<file path="src/include/dtc_pkg.sv">
// constants, types and count function for the dual timer block
package dtc_pkg;

  localparam logic [7:0] DTC_ADDR_CONTROL = 8'h88;
  localparam logic [7:0] DTC_ADDR_MODE    = 8'h89;
  localparam logic [7:0] DTC_ADDR_TL0     = 8'h8A;
  localparam logic [7:0] DTC_ADDR_TL1     = 8'h8B;
  localparam logic [7:0] DTC_ADDR_TH0     = 8'h8C;
  localparam logic [7:0] DTC_ADDR_TH1     = 8'h8D;
  localparam logic [7:0] DTC_RESET_VALUE  = 8'h00;
  localparam logic [7:0] DTC_UNMAPPED     = 8'h00;

  // timer01_control fields
  localparam int DTC_TF1 = 7;
  localparam int DTC_TR1 = 6;
  localparam int DTC_TF0 = 5;
  localparam int DTC_TR0 = 4;
  localparam int DTC_IE1 = 3;
  localparam int DTC_IT1 = 2;
  localparam int DTC_IE0 = 1;
  localparam int DTC_IT0 = 0;

  // timer01_mode fields
  localparam int DTC_TIMER1_PIN_GATING  = 7;
  localparam int DTC_CT1    = 6;
  localparam int DTC_M1_LSB = 4;
  localparam int DTC_TIMER0_PIN_GATING  = 3;
  localparam int DTC_CT0    = 2;
  localparam int DTC_M0_LSB = 0;

  // prescaler divisors
  localparam logic [5:0] DTC_DIV12   = 6'h0C;
  localparam logic [5:0] DTC_DIV4    = 6'h04;
  localparam logic [5:0] DTC_DIV48   = 6'h30;
  localparam logic [5:0] DTC_EXT_DIV = 6'h08;

  // synchroniser lanes
  localparam int DTC_SYNC_W = 5;
  localparam int DTC_S_IRQ0 = 0;
  localparam int DTC_S_IRQ1 = 1;
  localparam int DTC_S_CNT0 = 2;
  localparam int DTC_S_CNT1 = 3;
  localparam int DTC_S_EXTC = 4;

  typedef enum logic [1:0]
  {
    DTC_MODE_13BIT,
    DTC_MODE_16BIT,
    DTC_MODE_RELOAD8,
    DTC_MODE_SPLIT
  } dtc_mode_type;

  typedef struct packed
  {
    logic [7:0] lo;
    logic [7:0] hi;
    logic       ovf;
  } dtc_count_type;

  // one increment of a timer in the given mode
  function automatic dtc_count_type dtc_count(
    input dtc_mode_type m,
    input logic [7:0]   lo,
    input logic [7:0]   hi
  );
    dtc_count_type r;
    r = '{lo: lo, hi: hi, ovf: 1'b0};
    case (m)
      DTC_MODE_13BIT:
      begin
        r.lo[4:0] = lo[4:0] + 5'h01;
        if (lo[4:0] == 5'h1F)
        begin
          r.hi  = hi + 8'h01;
          r.ovf = (hi == 8'hFF);
        end
      end
      DTC_MODE_16BIT:
      begin
        {r.hi, r.lo} = {hi, lo} + 16'h0001;
        r.ovf        = ({hi, lo} == 16'hFFFF);
      end
      DTC_MODE_RELOAD8:
      begin
        r.lo  = (lo == 8'hFF) ? hi : lo + 8'h01;
        r.ovf = (lo == 8'hFF);
      end
      default:
      begin
        r.lo  = lo + 8'h01;
        r.ovf = (lo == 8'hFF);
      end
    endcase
    return r;
  endfunction

endpackage

</file>
<file path="src/rtl/dtc_prescaler.sv">
// shared prescaler for the timer clock ticks
`timescale 1ns/1ns
`default_nettype none
module dtc_prescaler
(
  input  wire logic       clk,
  input  wire logic       resetn,
  input  wire logic [1:0] divider_sel,
  input  wire logic       ext_clk_level,
  output logic            tick
);
  import dtc_pkg::*;

  typedef struct packed
  {
    logic [5:0] cnt;
    logic       ext_prev;
  } dtc_pre_state_type;

  dtc_pre_state_type s;
  dtc_pre_state_type next_s;
  logic [5:0]        limit;
  logic              ext_rise;

  always_comb
  begin
    next_s     = s;
    tick       = 1'b0;
    limit      = DTC_DIV12;
    ext_rise   = ext_clk_level & ~s.ext_prev;
    next_s.ext_prev = ext_clk_level;
    case (divider_sel)
      2'h0: limit = DTC_DIV12;
      2'h1: limit = DTC_DIV4;
      2'h2: limit = DTC_DIV48;
      default: limit = DTC_EXT_DIV;
    endcase
    if (divider_sel == 2'h3)
    begin
      // external clock, already synchronised, divided by eight
      if (ext_rise)
      begin
        tick       = (s.cnt >= limit - 6'h01);
        next_s.cnt = tick ? 6'h00 : s.cnt + 6'h01;
      end
    end
    else
    begin
      tick       = (s.cnt >= limit - 6'h01);
      next_s.cnt = tick ? 6'h00 : s.cnt + 6'h01;
    end
  end

  always_ff @(posedge clk or negedge resetn)
  begin
    if (!resetn)
      s <= '0;
    else
      s <= next_s;
  end
endmodule // dtc_prescaler
`default_nettype wire

</file>
<file path="src/rtl/dtc_timers.sv">
// timer 0/1 counters with external interrupt flags, special register port
// Operation
// - rollover sets overflow flag (not timer1 while timer0 in mode 3); vector ack clears
// - timer counts only while run bit set; timer1 ignores it while timer0 in mode 3
// - external flag set on selected edge/level
// - edge mode flag cleared on vector ack
// - type bit 0 level, 1 edge; polarity input
// - gate bit adds active irq pin condition
// - counter select counts count pin falling edges
// - timer select counts chosen internal clock
// - modes 13-bit, 16-bit, reload, timer1 inactive
// - timer0 mode 3 splits into two bytes
// - low/high bytes readable, writable, reset zero
// - clock select 1 system clock, 0 prescaled
// - prescaler divides 12, 4, 48, ext/8
`timescale 1ns/1ns
`default_nettype none
module dtc_timers
(
  input  wire logic       clk,
  input  wire logic       resetn,
  input  wire logic [7:0] sfr_addr,
  input  wire logic       sfr_wr,
  input  wire logic       sfr_rd,
  input  wire logic [7:0] sfr_wdata,
  output logic      [7:0] sfr_rdata,
  input  wire logic       timer0_vector_ack,
  input  wire logic       timer1_vector_ack,
  input  wire logic       ext_irq0_vector_ack,
  input  wire logic       ext_irq1_vector_ack,
  input  wire logic       timer0_clock_sel,
  input  wire logic       timer1_clock_sel,
  input  wire logic [1:0] shared_clock_divider_sel,
  input  wire logic       ext_irq0_polarity,
  input  wire logic       ext_irq1_polarity,
  input  wire logic       ext_irq0_pin,
  input  wire logic       ext_irq1_pin,
  input  wire logic       timer0_count_pin,
  input  wire logic       timer1_count_pin,
  input  wire logic       ext_clk_pin,
  output logic            timer0_overflow_flag,
  output logic            timer1_overflow_flag,
  output logic            ext_irq0_flag,
  output logic            ext_irq1_flag
);
  import dtc_pkg::*;

  typedef struct packed
  {
    logic [7:0]            control;
    logic [7:0]            mode;
    logic [7:0]            tl0;
    logic [7:0]            tl1;
    logic [7:0]            th0;
    logic [7:0]            th1;
    logic [7:0]            rdata;
    logic [DTC_SYNC_W-1:0] sync1;
    logic [DTC_SYNC_W-1:0] sync2;
    logic [DTC_SYNC_W-1:0] prev;
  } dtc_state_type;

  dtc_state_type s;
  dtc_state_type next_s;
  dtc_mode_type  mode0;
  dtc_mode_type  mode1;
  dtc_count_type c0;
  dtc_count_type c1;
  logic          pre_tick;
  logic          act0;
  logic          act1;
  logic          fall0;
  logic          fall1;
  logic          tick0;
  logic          tick1;
  logic          tmr_tick0;
  logic          inc0;
  logic          inc1;
  logic          inc0_hi;
  logic          split0;
  logic          set_tf0;
  logic          set_tf1;
  logic          set_ie0;
  logic          set_ie1;
  logic          wr_ctl;

  dtc_prescaler u_prescaler
  (
    .clk           (clk),
    .resetn        (resetn),
    .divider_sel   (shared_clock_divider_sel),
    .ext_clk_level (s.sync2[DTC_S_EXTC]),
    .tick          (pre_tick)
  );

  // irq pin active level per polarity setting
  assign act0  = (s.sync2[DTC_S_IRQ0] == ext_irq0_polarity);
  assign act1  = (s.sync2[DTC_S_IRQ1] == ext_irq1_polarity);
  assign fall0 = s.prev[DTC_S_CNT0] & ~s.sync2[DTC_S_CNT0];
  assign fall1 = s.prev[DTC_S_CNT1] & ~s.sync2[DTC_S_CNT1];
  assign mode0 = dtc_mode_type'(s.mode[DTC_M0_LSB +: 2]);
  assign mode1 = dtc_mode_type'(s.mode[DTC_M1_LSB +: 2]);
  assign split0 = (mode0 == DTC_MODE_SPLIT);

  // clock source choice
  assign tmr_tick0 = timer0_clock_sel ? 1'b1 : pre_tick;
  assign tick0 = s.mode[DTC_CT0] ? fall0 : tmr_tick0;
  assign tick1 = s.mode[DTC_CT1] ? fall1
               : (timer1_clock_sel ? 1'b1 : pre_tick);

  // run and gating
  assign inc0 = tick0 & s.control[DTC_TR0]
              & (~s.mode[DTC_TIMER0_PIN_GATING] | act0);
  assign inc1 = tick1 & (s.control[DTC_TR1] | split0)
              & (~s.mode[DTC_TIMER1_PIN_GATING] | act1)
              & (mode1 != DTC_MODE_SPLIT);
  // high byte of timer0 in split mode borrows timer1 run bit
  assign inc0_hi = split0 & tmr_tick0 & s.control[DTC_TR1];

  assign c0 = dtc_count(mode0, s.tl0, s.th0);
  assign c1 = dtc_count(mode1, s.tl1, s.th1);

  assign set_tf0 = inc0 & c0.ovf;
  assign set_tf1 = (inc1 & c1.ovf & ~split0)
                 | (inc0_hi & (s.th0 == 8'hFF));
  assign set_ie0 = s.control[DTC_IT0]
                 ? (act0 & ~(s.prev[DTC_S_IRQ0] == ext_irq0_polarity))
                 : act0;
  assign set_ie1 = s.control[DTC_IT1]
                 ? (act1 & ~(s.prev[DTC_S_IRQ1] == ext_irq1_polarity))
                 : act1;
  assign wr_ctl  = sfr_wr & (sfr_addr == DTC_ADDR_CONTROL);

  always_comb
  begin
    next_s       = s;
    next_s.sync1 = {ext_clk_pin, timer1_count_pin, timer0_count_pin,
                    ext_irq1_pin, ext_irq0_pin};
    next_s.sync2 = s.sync1;
    next_s.prev  = s.sync2;
    // counting
    if (inc0)
    begin
      next_s.tl0 = c0.lo;
      if (!split0)
        next_s.th0 = c0.hi;
    end
    if (inc0_hi)
      next_s.th0 = s.th0 + 8'h01;
    if (inc1)
    begin
      next_s.tl1 = c1.lo;
      next_s.th1 = c1.hi;
    end
    // software writes override counting
    if (sfr_wr)
    begin
      case (sfr_addr)
        DTC_ADDR_CONTROL: next_s.control = sfr_wdata;
        DTC_ADDR_MODE:    next_s.mode    = sfr_wdata;
        DTC_ADDR_TL0:     next_s.tl0     = sfr_wdata;
        DTC_ADDR_TL1:     next_s.tl1     = sfr_wdata;
        DTC_ADDR_TH0:     next_s.th0     = sfr_wdata;
        DTC_ADDR_TH1:     next_s.th1     = sfr_wdata;
        default:          next_s.mode    = next_s.mode;
      endcase
    end
    // vector acknowledge clears
    if (timer0_vector_ack)
      next_s.control[DTC_TF0] = 1'b0;
    if (timer1_vector_ack)
      next_s.control[DTC_TF1] = 1'b0;
    if (ext_irq0_vector_ack && s.control[DTC_IT0])
      next_s.control[DTC_IE0] = 1'b0;
    if (ext_irq1_vector_ack && s.control[DTC_IT1])
      next_s.control[DTC_IE1] = 1'b0;
    // hardware sets win over any clear
    if (set_tf0)
      next_s.control[DTC_TF0] = 1'b1;
    if (set_tf1)
      next_s.control[DTC_TF1] = 1'b1;
    if (set_ie0)
      next_s.control[DTC_IE0] = 1'b1;
    if (set_ie1)
      next_s.control[DTC_IE1] = 1'b1;
    // read data
    if (sfr_rd)
    begin
      case (sfr_addr)
        DTC_ADDR_CONTROL: next_s.rdata = s.control;
        DTC_ADDR_MODE:    next_s.rdata = s.mode;
        DTC_ADDR_TL0:     next_s.rdata = s.tl0;
        DTC_ADDR_TL1:     next_s.rdata = s.tl1;
        DTC_ADDR_TH0:     next_s.rdata = s.th0;
        DTC_ADDR_TH1:     next_s.rdata = s.th1;
        default:          next_s.rdata = DTC_UNMAPPED;
      endcase
    end
  end

  always_ff @(posedge clk or negedge resetn)
  begin
    if (!resetn)
      s <= '0;
    else
      s <= next_s;
  end

  assign sfr_rdata            = s.rdata;
  assign timer0_overflow_flag = s.control[DTC_TF0];
  assign timer1_overflow_flag = s.control[DTC_TF1];
  assign ext_irq0_flag        = s.control[DTC_IE0];
  assign ext_irq1_flag        = s.control[DTC_IE1];
endmodule // dtc_timers
`default_nettype wire

</file>
<file path="config.mk">
export PLATFORM = sky130hd
export DESIGN_NAME = dtc_timers
export DESIGN_NICKNAME = d
export VERILOG_FILES = /design/src/include/dtc_pkg.sv /design/src/rtl/dtc_prescaler.sv /design/src/rtl/dtc_timers.sv
export SDC_FILE = /design/constraint.sdc
export NUM_CORES = 1
export LEC_CHECK = 0
export ABC_AREA = 1
export BUFFER_PORTS_ARGS = -buffer_cell sky130_fd_sc_hd__buf_2
export CAP_MARGIN = 20
export CORE_MARGIN = 4
export CORE_UTILIZATION = 46
export CTS_BUF_LIST = sky130_fd_sc_hd__clkbuf_2
export DETAILED_ROUTE_END_ITERATION = 7
export PLACE_DENSITY = 0.71
export SETUP_SLACK_MARGIN = 0.02
export SYNTH_ARGS = -nofsm -noshare
export SYNTH_HDL_FRONTEND = slang
export SYNTH_SLANG_ARGS = --single-unit
</file>
<file path="constraint.sdc">
create_clock -name clk -period 5.4 [get_ports clk]
set_clock_uncertainty 0.05 [all_clocks]
set_input_delay 0.27 -clock clk [delete_from_list [all_inputs] [get_ports clk]]
set_output_delay 0.27 -clock clk [all_outputs]
set_load 0.005 [all_outputs]
</file>
# Yosys cells after proc, flatten, opt, wreduce, memory -nomap -nowiden
# Cells that the tools add are included.
[word_totals] regBits=77 input_bits=35 output_inout_bits=12
[classes] n_bitwise=28 n_eq_ne=28 mux=46 addsub=10 n_reduce_logical=19 order_cmp=1
[ops] op="$mux 8" count=14
[ops] op="$eq 8x8->1 const B" count=10
[ops] op="$mux 48" count=1
[ops] op="$pmux 8 s6" count=1
[ops] op="$add 16x1->16 const B" count=2
[ops] op="$add 8x1->8 const B" count=4
[ops] op="$eq 16x16->1 const B" count=2
[ops] op="$pmux 8 s2" count=2
[ops] op="$pmux 5 s3" count=2
[ops] op="$reduce_bool 3->1" count=8
[ops] op="$mux 6" count=3
[ops] op="$mux 9" count=2
[ops] op="$pmux 3 s3" count=2
[ops] op="$pmux 6 s3" count=1
[ops] op="$and 1x1->1" count=16
[ops] op="$mux 1" count=16
[ops] op="$reduce_and 2->1" count=6
[ops] op="$add 5x1->5 const B" count=2
[ops] op="$eq 2x2->1 const B" count=5
[ops] op="$eq 5x5->1 const B" count=2
[ops] op="$not 1->1" count=8
[ops] op="$add 6x1->6 const B" count=1
[ops] op="$eq 2x1->1 const B" count=3
[ops] op="$ge 6x6->1" count=1
[ops] op="other kinds (8)" count=18

# Depth between registers and ports, before layout
# Gate-level depths: netlist (run 1).
[depth] word_depth=16 mapped_depth=16 depth_no_buf=16

# By module
# A second synthesis (run 1) with hierarchy kept.
[hier_totals] cells_unflattened=825 hier_area_um2=5525.3
[modules_own_cells] mod="dtc_timers" cells_each=748 area_per_inst_um2=4977.3 seq_area_each_um2=1751.7 n_inst=1
[modules_own_cells] mod="dtc_prescaler" cells_each=77 area_per_inst_um2=548.0 seq_area_each_um2=175.2 n_inst=1

# Least setup slack after synthesis (run 1)
# Ideal clock, no wire load.
[synth_timing] path_kind="input port to flip-flop" start="input shared_clock_divider_sel[1]" end="register s[50] (netlist name)" required_ps=5220 setup_slack_ps=3407 n_path_buf=1 cell_stages=14 arrival_time_ps=1812 cell_sequence="inv_1 -> or2_2 -> ha_1 -> nand2_1 -> inv_1 -> nand2_1 -> nand3_1 -> nand2_1 -> nand3_1 -> nand2_2 -> buf_2 -> nand2_1 -> o211ai_1 -> o21ai_0"
[synth_lines] item="start, declared" line="dtc_timers.sv:33" source="input wire logic [1:0] shared_clock_divider_sel,"
[synth_lines] item="end signal, assigned" line="dtc_timers.sv:205" source="s <= next_s;"
[synth_lines] item="end, declared" line="dtc_timers.sv:62" source="dtc_state_type s;"

==> results.cfg, run 1 <==
[floorplan]
rows = 40
floorplan.initialDensity_pct = 46.9
number_of_i_o_pins = 47
die_area_sq_mm = 0.0141
floorplan.die.width_microns = 119
die-height_microns = 119
floorplan.core_area_sq_mm = 0.0120

[cells_and_area]
final-seq-area_sq_mm = 0.00193
area.growth.synth_to_final_pct = 10.1
final_util_pct = 51.6
number_of_nets_in_the_finished_design = 949
fin_cells = 1055
final_layout_size_suffix_gt1_share_pct = 11.7
multi_input_area_sq_mm = 0.00312
antenna-diode-count = 0
fill_cells = 1218

[sta]
period_needed_ns = 2.37
finalMaxSlewViolations = 0
final_report_setup_violation_count = 0
setup_total_negative_slack_ns = 0
min_period_over_period_pct = 43.9
max_freq_mhz = 422
pin_slew_with_the_least_headroom_to_its_limit_ns = 0.972
unrepaired_setup_endpoints_after_global_routing = no
finalHoldViolCount = 0
max_slew_margin_pct = 35.2

[critical_path]
critical_path.cell_chain = ha_1 > nand2_2 > nor2_8 > ha_1 > clkinv_1 > a21oi_1 > o21ai_0 > nand3_1 > nand2_1 > nand2_1 > nand2_1 > a21oi_1
critical_path_peak_fanout = 9
worst_setup_path_end_kind = flop
crit_path_start_kind = flop
critPathArrivalTime_ns = 2.81
critPathKind = reg -> reg
worst_path_largest_cell_delay_ns = 0.47
worst_path_max_delay_cell = dfrtp_1
cpMostUsedCell = nand2_1
worst_ep_required_time_ns = 5.84

[logic_synthesis]
syn_area_per_cell_sq_um = 6.64
post_synth_instance_area_sq_mm = 0.00563
post_synth_num_cell_types = 44
syn_nets = 894
yosysWarnings = 0
syn_inst_count = 848
synth-seq-area-share_pct = 34.2
synth-seq-cells = 77

[global_route]
grt_first_pass_wirelength_mm = 27.2
grt-ovfl-total = 0
antenna_found_initial = 0
maximum_number_of_pins_on_one_net_before_global_route_repair = 78
first_global_vias = 5200
gr-usage-all-layers_pct = 24.1

[drt]
drt-total-wl_mm = 16.8
number_of_vias_per_cell_after_detailed_routing = 5.51
drt_pre_antenna_iters = 8
post-route-drc-count = 0
drt-wirelength-per-cell_microns = 15.9
drt_first_iter_violations = 570
route.vias.total = 5816
route.antenna.remaining_nets = 0

[power_and_ir_drop]
p_clk_share_pct = 17.3
power.combinational.fraction_pct = 34.3
design_power_mw = 1.68
power.share.switching_pct = 43.0
power.share.sequential_pct = 48.3
peakVddDrop_mv = 0.222
p_int_mw = 0.958
switchingPower_mw = 0.724
p_per_area_mw_per_mm2 = 271
total_leakage_power_nw = 3.09

[clock_network]
clock_tree.root_cell = clkbuf_2
tritoncts_num_sinks = 77
numCtsBuffers = 9
cts-root-to-sink-buffers = 2
cts.clk_slew.worst_paths_ns = 0.22
cts_tree = yes
clock_latency_of_the_later_clocked_register_in_the_worst_skew_pair_ns = 0.58
cts.htree.levels = 3
post-cts-setup-buffers = 0

[placed_design]
dp_cells = 1018
numPortBuffers = 46
place_hpwl_mm = 12.8
routabilityCongestion = 0.963

[flow_run]
timing.max_cap.violations = 0

[status]
status = finished, final reports clean

[min_path]
timing.hold.worst.class = in -> reg
[timing repair]
action | 4_1_cts | 5_1_grt
resized for setup | 0 | 0
hold endpoints to repair | 115 | 1
hold buffers | 20 | 1
[through the flow]
step | setup slack [ns] | hold slack [ns] | instance area [sq um]
floorplan | 3.41 | -0.0756 | 5630
global placement | 2.97 | 0.282 | 5890
detailed placement | 2.94 | 0.286 | 5890
CTS | 3.08 | 0.0166 | 6190
global route | 2.80 | 0.0399 | 6200
finish | 3.03 | 0.0761 | 6200
[placed cells by master, fill, tap and decap left out, drive strengths merged, types with 8 or more instances in the layout]
cell type / n
o21ai: 70
a21oi: 35
dfrtp: 77
o22ai: 12
clkbuf: 10
xor2: 9
ha: 11
inv: 110
clkinv: 8
nand3: 110
dlygate4sd3: 21
nand2: 244
nor2: 101
buf: 46
nand4: 11
[power groups by stage]
stage / clock (mW) / combinational [mW] / sequential (mW)
final: 0.291 / 0.578 / 0.813
after global routing: 0.327 / 0.666 / 0.828
after CTS: 0.301 / 0.574 / 0.808
after detailed placement: 0 / 0.561 / 0.819
after global placement: 0 / 0.557 / 0.820
after floorplan: 0 / 0.433 / 0.767
[worst max-delay path, delay by kind of cell, from the launching register on]
family | cells | cell delay [ns]
flops | 1 | 0.47
fa+ha+maj | 2 | 0.57
simple gates | 6 | 0.50
compound gates | 3 | 0.44
buf+inv | 1 | 0.28
[final cells by class]
cell class / instances / area share [%]
tap: 147 / 2.97
clock buffer: 10 / 0.807
multi-input combinational: 636 / 50.4
clock inverter: 6 / 0.767
inverter: 112 / 6.86
timing repair buffer: 67 / 7.14
sequential: 77 / 31.1
[routing by layer]
layer	vias to the layer above	routed length (microns)	track usage (%)
met5	-	0	0
met4	0	436	6.95
met3	40	1570	5.36
met2	290	7340	36.5
met1	2611	7460	34.6
li1	2875	-	-
[Yosys cell counts (all sizes together)]
library cell	number	area, sq um
nand2	244	946
nand3	110	566
inv	109	414
nor2	101	440
dfrtp	77	1930
o21ai	70	380
a21oi	35	179
buf	21	149
o22ai	12	75.1
ha	11	138
nand4	11	75.1
xor2	9	78.8
nor3	7	57.6
o211ai	7	52.6
a22oi	5	37.5
or2	4	25.0
clkinv	3	11.3
a31oi	2	12.5
clkbuf	2	7.51
a22o	1	8.76
conb	1	3.75
nor3b	1	7.51
nor4	1	6.26
o211a	1	10.0
o21a	1	7.51
o221ai	1	8.76
xnor2	1	8.76
[cell families (layout without fill, tap and decap cells)]
kind of cell	count (synthesis)	after routing	synth area share [%]
other cells	1	1	0.0666
simple gates	479	479	37.7
buf+inv	135	195	10.3
xor+xnor	10	10	1.55
fa+ha+maj	11	11	2.44
flops	77	77	34.2
compound gates	135	135	13.7
[sequential cells by signal (all words and copies together), names as in the netlist]
signal                count
mode0                     2
sfr_rdata                 8
s                        44
u_prescaler.s             7
timer1_overflow_flag      1
mode1                     2
next_s                   10
ext_irq1_flag             1
ext_irq0_flag             1
timer0_overflow_flag      1
[final timing paths]
check	start	end	slack, ns	depth (start not counted)
setup / recovery	s[48]$_DFF_PN0_	s[32]$_DFF_PN0_	3.03	12
hold / removal	shared_clock_divider_sel[1]	u_prescaler.s[3]$_DFFE_PN0P_	0.08	4
setup reg to reg	s[48]$_DFF_PN0_	s[32]$_DFF_PN0_	3.03	12
hold reg to reg	next_s[9]$_DFF_PN0_	next_s[4]$_DFF_PN0_	0.33	0
max in group asynchronous	resetn	sfr_rdata[2]$_DFFE_PN0P_	4.35	2
min in group asynchronous	resetn	s[25]$_DFF_PN0_	0.31	2
Note: power is estimated with default switching activity, not from simulation.
==> inputs of run 2 (changes only) <==
--- a/config.mk
+++ b/config.mk
@@ -12,7 +12,7 @@
 export CORE_UTILIZATION = 46
 export CTS_BUF_LIST = sky130_fd_sc_hd__clkbuf_2
 export DETAILED_ROUTE_END_ITERATION = 7
-export PLACE_DENSITY = 0.71
+export PLACE_DENSITY = 0.73
 export SETUP_SLACK_MARGIN = 0.02
 export SYNTH_ARGS = -nofsm -noshare
 export SYNTH_HDL_FRONTEND = slang
==> constraint.sdc (replaced) <==
create_clock -name clk -period 2.05 [get_ports clk]
set_clock_uncertainty 0.05 [all_clocks]
set_input_delay 0.1025 -clock clk [delete_from_list [all_inputs] [get_ports clk]]
set_output_delay 0.1025 -clock clk [all_outputs]
set_load 0.005 [all_outputs]
==> results.cfg, run 2 (same netlist as run 1, synthesis figures left out) <==
[global_route]
grt_first_pass_wirelength_mm = 29.4
antenna_found_initial = 1
maximum_number_of_pins_on_one_net_before_global_route_repair = 47
gr-usage-all-layers_pct = 26.0
grt-ovfl-total = 0
first_global_vias = 5733

[floorplan]
floorplan.die.width_microns = 119
number_of_i_o_pins = 47
floorplan.core_area_sq_mm = 0.0120
die_area_sq_mm = 0.0141
floorplan.initialDensity_pct = 46.9
rows = 40
die-height_microns = 119

[min_path]
timing.hold.worst.class = in -> reg
timing.hold.worst.start = sfr_addr[3]

[critical_path]
cp_top_family = simple AND/OR/NAND/NOR gates
critical_path_peak_fanout = 8
crit_path_start_kind = flop
worst_setup_path_end_kind = flop
worst_ep_required_time_ns = 2.52
startpoint_of_the_worst_register_to_register_path = u_prescaler.s[6]$_DFFE_PN0P_
critical_path.cell_chain = ha_1 > nand2_1 > inv_1 > nand2_1 > nand3_2 > nand2_4 > nand3_4 > nand2_8 > buf_8 > nand2_2 > nand2_2 > nand2_2 > a21oi_2
critPathBufInv = 2
cpMostUsedCell = nand2_2
critPathArrivalTime_ns = 2.47
reg2reg_setup_slack_ns = 0.05
worst_path_max_delay_cell = dfrtp_1
worst_path_largest_cell_delay_ns = 0.45
startpoint = u_prescaler.s[6]$_DFFE_PN0P_
critPathKind = reg -> reg

[drt]
route.vias.total = 6367
drt_pre_antenna_iters = 7
number_of_vias_per_cell_after_detailed_routing = 5.65
drt-total-wl_mm = 18.8
post-route-drc-count = 0
drt-wirelength-per-cell_microns = 16.7
drt_first_iter_violations = 782
route.antenna.remaining_nets = 0

[sta]
finalHoldViolCount = 0
pin_slew_with_the_least_headroom_to_its_limit_ns = 0.619
finalMaxSlewViolations = 0
finalHoldWorstSlack_ns = 0.0321
max_slew_margin_pct = 58.6
period_needed_ns = 2.00
unrepaired_setup_endpoints_after_global_routing = yes
final_setup_slack_of_the_worst_path_ns = 0.0533
max_freq_mhz = 501
min_period_over_period_pct = 97.4
setup_total_negative_slack_ns = 0
final_report_setup_violation_count = 0

[clock_network]
numCtsBuffers = 9
cts.htree.levels = 3
cts-root-to-sink-buffers = 2
cts.clk_slew.worst_paths_ns = 0.24
clock_tree.root_cell = clkbuf_2
clock_latency_of_the_later_clocked_register_in_the_worst_skew_pair_ns = 0.60
tritoncts_num_sinks = 77
cts_tree = yes

[cells_and_area]
regMostFlops = s
number_of_nets_in_the_finished_design = 1020
area.growth.synth_to_final_pct = 26.1
final_util_pct = 59.1
final_cell_mix = 215 x nand2_1, 102 x inv_1, 99 x nand3_1
layout.cells.most_common = nand2_1
number_of_flip_flops_under_the_largest_register_name = 44
antenna-diode-count = 0
final_layout_size_suffix_gt1_share_pct = 22.6

[placed_design]
place_hpwl_mm = 13.5
routabilityCongestion = 1.00
numPortBuffers = 46
dp_worst_setup_slack_ns = -0.0500

[power_and_ir_drop]
p_per_area_mw_per_mm2 = 724
peakVddDrop_mv = 0.518
design_power_mw = 5.15
total_leakage_power_nw = 3.55

[status]
status = finished, final reports clean

[flow_run]
timing.max_cap.violations = 0
==> run 2: path summary, 6_finish.rpt <==
kind,endpoint,depth (start not counted)
max,s[33]$_DFF_PN0_,13
min,sfr_rdata[6]$_DFFE_PN0P_,5
max reg2reg,s[33]$_DFF_PN0_,13
min reg2reg,next_s[0]$_DFF_PN0_,0
max in group asynchronous,s[34]$_DFF_PN0_,4
min in group asynchronous,s[62]$_DFFE_PN0P_,3
==> run 2: area by class of cell <==
cell class                      count  area (sq um)
Clock inverter                      7          81.3
Inverter                          112           439
Clock buffer                        9          45.0
Tap cell                          147           184
Multi-Input combinational cell    636          3380
Sequential cell                    77          1930
Fill cell                        1127          4910
Timing Repair inverter              2          11.3
Timing Repair Buffer              136          1030
==> run 2: worst register-to-register path, cell delays in order, from the launching register on <==
cell and delay [ns]:
dfrtp_1 0.45, ha_1 0.31, nand2_1 0.07, inv_1 0.05
nand2_1 0.07, nand3_2 0.11, nand2_4 0.13, nand3_4 0.10
nand2_8 0.13, buf_8 0.14, nand2_2 0.06, nand2_2 0.07
nand2_2 0.06, a21oi_2 0.12
==> run 2: per-layer routing <==
layer	global-route usage [%]	part of all wire (%)	vias up	wire, microns
li1	-	-	3010	-
met4	12.0	3.9	2	724
met5	0	0.037	-	7
met1	37.3	41	2886	7750
met3	5.22	11	63	2100
met2	37.6	44	406	8230
==> run 2: what timing repair did <==
action / 4_1_cts / 5_1_grt
gates cloned: 0 / 2
pin swaps: 0 / 41
resized for setup: 2 / 101
endpoints found under the hold margin: 139 / 0
hold buffers: 33 / 0
buffers inserted: 1 / 13
setup endpoints to repair: 7 / 34
==> run 2: per-stage QoR <==
step | area [sq um] | cells
floorplan | 5630 | 848
global placement | 6240 | 1062
detailed placement | 6240 | 1062
CTS | 6710 | 1112
global route | 7100 | 1126
finish | 7100 | 1126
==> run 2: where the power goes <==
part           internal [mW]  total (mW)  switching (mW)  leakage [nW]
Combinational          0.897        2.12            1.22          2.49
Sequential              1.77        2.09           0.321         0.984
Clock                  0.301       0.935           0.633        0.0740
Total                   2.97        5.15            2.18          3.55
==> inputs of run 3 (changes only) <==
--- a/config.mk
+++ b/config.mk
@@ -5,14 +5,13 @@
 export SDC_FILE = /design/constraint.sdc
 export NUM_CORES = 1
 export LEC_CHECK = 0
-export ABC_AREA = 1
 export BUFFER_PORTS_ARGS = -buffer_cell sky130_fd_sc_hd__buf_2
 export CAP_MARGIN = 20
 export CORE_MARGIN = 4
 export CORE_UTILIZATION = 46
 export CTS_BUF_LIST = sky130_fd_sc_hd__clkbuf_2
 export DETAILED_ROUTE_END_ITERATION = 7
-export PLACE_DENSITY = 0.73
+export PLACE_DENSITY = 0.74
 export SETUP_SLACK_MARGIN = 0.02
 export SYNTH_ARGS = -nofsm -noshare
 export SYNTH_HDL_FRONTEND = slang
==> results.cfg, run 3 <==
[status]
status = finished, violations left
violations_in_the_final_reports = negative setup slack

[cells_and_area]
final-seq-area_sq_mm = 0.00193
number_of_nets_in_the_finished_design = 713
final_util_pct = 61.7
final_cell_mix = 76 x dfrtp_1, 65 x buf_4, 54 x nand2_1
area.growth.synth_to_final_pct = 29.5
multi_input_area_sq_mm = 0.00307
number_of_flip_flops_under_the_largest_register_name = 44
fill_cells = 881
layout.cells.most_common = dfrtp_1
antenna-diode-count = 0
final_layout_size_suffix_gt1_share_pct = 31.3
regMostFlops = s
layout.cell_area.non_filler_sq_mm = 0.00645

[sta]
final_report_setup_violation_count = 34
finalHoldViolCount = 0
final_setup_slack_of_the_worst_path_ns = -0.260
unrepaired_setup_endpoints_after_global_routing = yes
period_needed_ns = 2.31
setup_total_negative_slack_ns = -5.69
finalMaxSlewViolations = 0
max_slew_margin_pct = 65.0
min_period_over_period_pct = 113
max_freq_mhz = 433
pin_slew_with_the_least_headroom_to_its_limit_ns = 0.522

[logic_synthesis]
synth_commonest_cells = 77 x dfrtp_1, 54 x nand2_1, 49 x nor2_1, 33 x o21ai_0, 32 x a21oi_1
synth-edff-count = 0
syn_nets = 596
synth_area_leaders = dfrtp_1 39%, nand2_1 4.1%, nor2_1 3.7%
syn_area_per_cell_sq_um = 9.06
netlist.top_cell.by_area = dfrtp_1
yosysWarnings = 0
syn_inst_count = 550
synthFlopType = dfrtp_1
yosysMostFrequentCell = dfrtp_1
synth-seq-cells = 77
synth_async_sr_flop_share_pct = 100
post_synth_num_cell_types = 68
yosysTopAreaCellShare_pct = 38.7
post_synth_instance_area_sq_mm = 0.00498
synth-seq-area-share_pct = 38.7

[floorplan]
die_area_sq_mm = 0.0126
number_of_i_o_pins = 47
floorplan.core_area_sq_mm = 0.0105
rows = 37
floorplan.initialDensity_pct = 47.6
die-height_microns = 112
floorplan.die.width_microns = 112

[drt]
number_of_vias_per_cell_after_detailed_routing = 6.02
route.vias.total = 4868
route.antenna.remaining_nets = 0
drt_first_iter_violations = 601
drt-total-wl_mm = 15.6
drt-wirelength-per-cell_microns = 19.3
drt_pre_antenna_iters = 5
post-route-drc-count = 0

[global_route]
first_global_vias = 4721
gr-usage-all-layers_pct = 24.6
top_usage_layer = met2
grt-ovfl-total = 0
globalRouteMet3Util_pct = 6.68
grt_use_met1_pct = 32.3
maximum_number_of_pins_on_one_net_before_global_route_repair = 26
grt_first_pass_wirelength_mm = 24.5
grtUsageMet2_pct = 39.4
antenna_found_initial = 0

[critical_path]
rr_endpoint = s[25]$_DFF_PN0_
critical_path.cell_chain = ha_4 > a211oi_4 > o21ai_4 > buf_4 > a211oi_4 > buf_6 > buf_6 > nor4_2 > xnor2_1 > a21oi_1
critical_path_peak_fanout = 5
critPathKind = reg -> reg
worst_path_largest_cell_delay_ns = 0.47
worstRegToRegCells = 10
worst_ep_required_time_ns = 2.45
worst_setup_path_end_kind = flop
reg2reg_setup_slack_ns = -0.26
startpoint_of_the_worst_register_to_register_path = u_prescaler.s[3]$_DFFE_PN0P_
crit_path_start_kind = flop
worst_path_max_delay_cell = dfrtp_1
critPathArrivalTime_ns = 2.71

[min_path]
timing.hold.worst.start = sfr_addr[0]
timing.hold.worst_path_depth = 3
whs_endpoint = s[45]$_DFF_PN0_
timing.hold.worst.class = in -> reg

[clock_network]
cts.htree.levels = 3
tritoncts_num_sinks = 77
numCtsBuffers = 9
cts-root-to-sink-buffers = 2
cts.clk_slew.worst_paths_ns = 0.28
clock_latency_of_the_later_clocked_register_in_the_worst_skew_pair_ns = 0.56
clock_tree.root_cell = clkbuf_2
cts_tree = yes

[power_and_ir_drop]
peakVddDrop_mv = 0.524
design_power_mw = 4.22
p_per_area_mw_per_mm2 = 654
total_leakage_power_nw = 2.76

[placed_design]
routabilityCongestion = 0.981
place_hpwl_mm = 10.8
numPortBuffers = 46
total_placed_instance_area_sq_mm = 0.00573

[flow_run]
timing.max_cap.violations = 0
[run 3: area by class of cell]
type / count / share of cell area [%]
Multi-Input combinational cell: 418 / 47.5
Sequential cell: 77 / 29.9
Timing Repair Buffer: 148 / 17.5
Tap cell: 136 / 2.64
Clock inverter: 7 / 0.969
Inverter: 13 / 0.756
Clock buffer: 9 / 0.698
[run 3: cell families after synthesis]
family,count (synthesis),share of synthesized area [%]
AOI/OAI and AO/OA,135,18.2
xor gates and xnor gates,15,2.64
adders and majority gates,11,2.76
buffers and inverters,55,5.07
DFF,77,38.7
muxes,36,9.59
other,1,0.0752
and+or+nand+nor,220,23.0
[run 3: what timing repair did]
item                       in CTS  in global routing
buffers inserted                5                  6
pin swaps                       4                 25
hold endpoints to repair      137                  0
gates resized for setup        10                 53
setup endpoints to repair      34                 36
gates cloned                    1                  1
hold buffers                   26                  0
[run 3: where the power goes]
group / leakage (nW) / switching (mW) / internal [mW] / total, mW
logic: 1.71 / 0.756 / 0.745 / 1.50
registers: 0.980 / 0.181 / 1.70 / 1.88
clock network: 0.0715 / 0.644 / 0.196 / 0.840
total: 2.76 / 1.58 / 2.64 / 4.22
[run 3: metrics by stage]
| step | hold WS (ns) | setup slack (ns) | cells |
|---|---|---|---|
| finish | 0.0794 | -0.260 | 808 |
| global route | 0.0712 | -0.341 | 808 |
| CTS | 0.0297 | -0.236 | 802 |
| detailed placement | 0.0689 | -0.251 | 754 |
| global placement | 0.0688 | -0.183 | 754 |
| floorplan | -0.243 | -0.0820 | 550 |
[run 3: routing by layer]
metal  share of wire [%]  up-vias
li1                    -     2247
met3                 8.7       33
met2                  47      265
met1                  42     2323
met5                   0        -
met4                 2.6        0
[run 3: critical path, delay by kind of cell (launching register included)]
| family | cells | cell delay [ns] |
|---|---|---|
| buf+inv | 3 | 0.43 |
| fa+ha+maj | 1 | 0.23 |
| compound gates | 4 | 0.80 |
| xor+xnor | 1 | 0.17 |
| simple gates | 1 | 0.05 |
| flops | 1 | 0.47 |
[run 3: worst max-delay path by stage]
| stage | start | to | cells after the start |
|---|---|---|---|
| after floorplan | u_prescaler.s[3]$_DFFE_PN0P_ | s[34]$_DFF_PN0_ | 7 |
| after global placement | u_prescaler.s[1]$_DFFE_PN0P_ | s[41]$_DFF_PN0_ | 9 |
| after detailed placement | u_prescaler.s[1]$_DFFE_PN0P_ | s[27]$_DFF_PN0_ | 9 |
| after CTS | u_prescaler.s[6]$_DFFE_PN0P_ | s[38]$_DFF_PN0_ | 8 |
| after global routing | u_prescaler.s[6]$_DFFE_PN0P_ | s[38]$_DFF_PN0_ | 8 |
| final | u_prescaler.s[3]$_DFFE_PN0P_ | s[25]$_DFF_PN0_ | 10 |
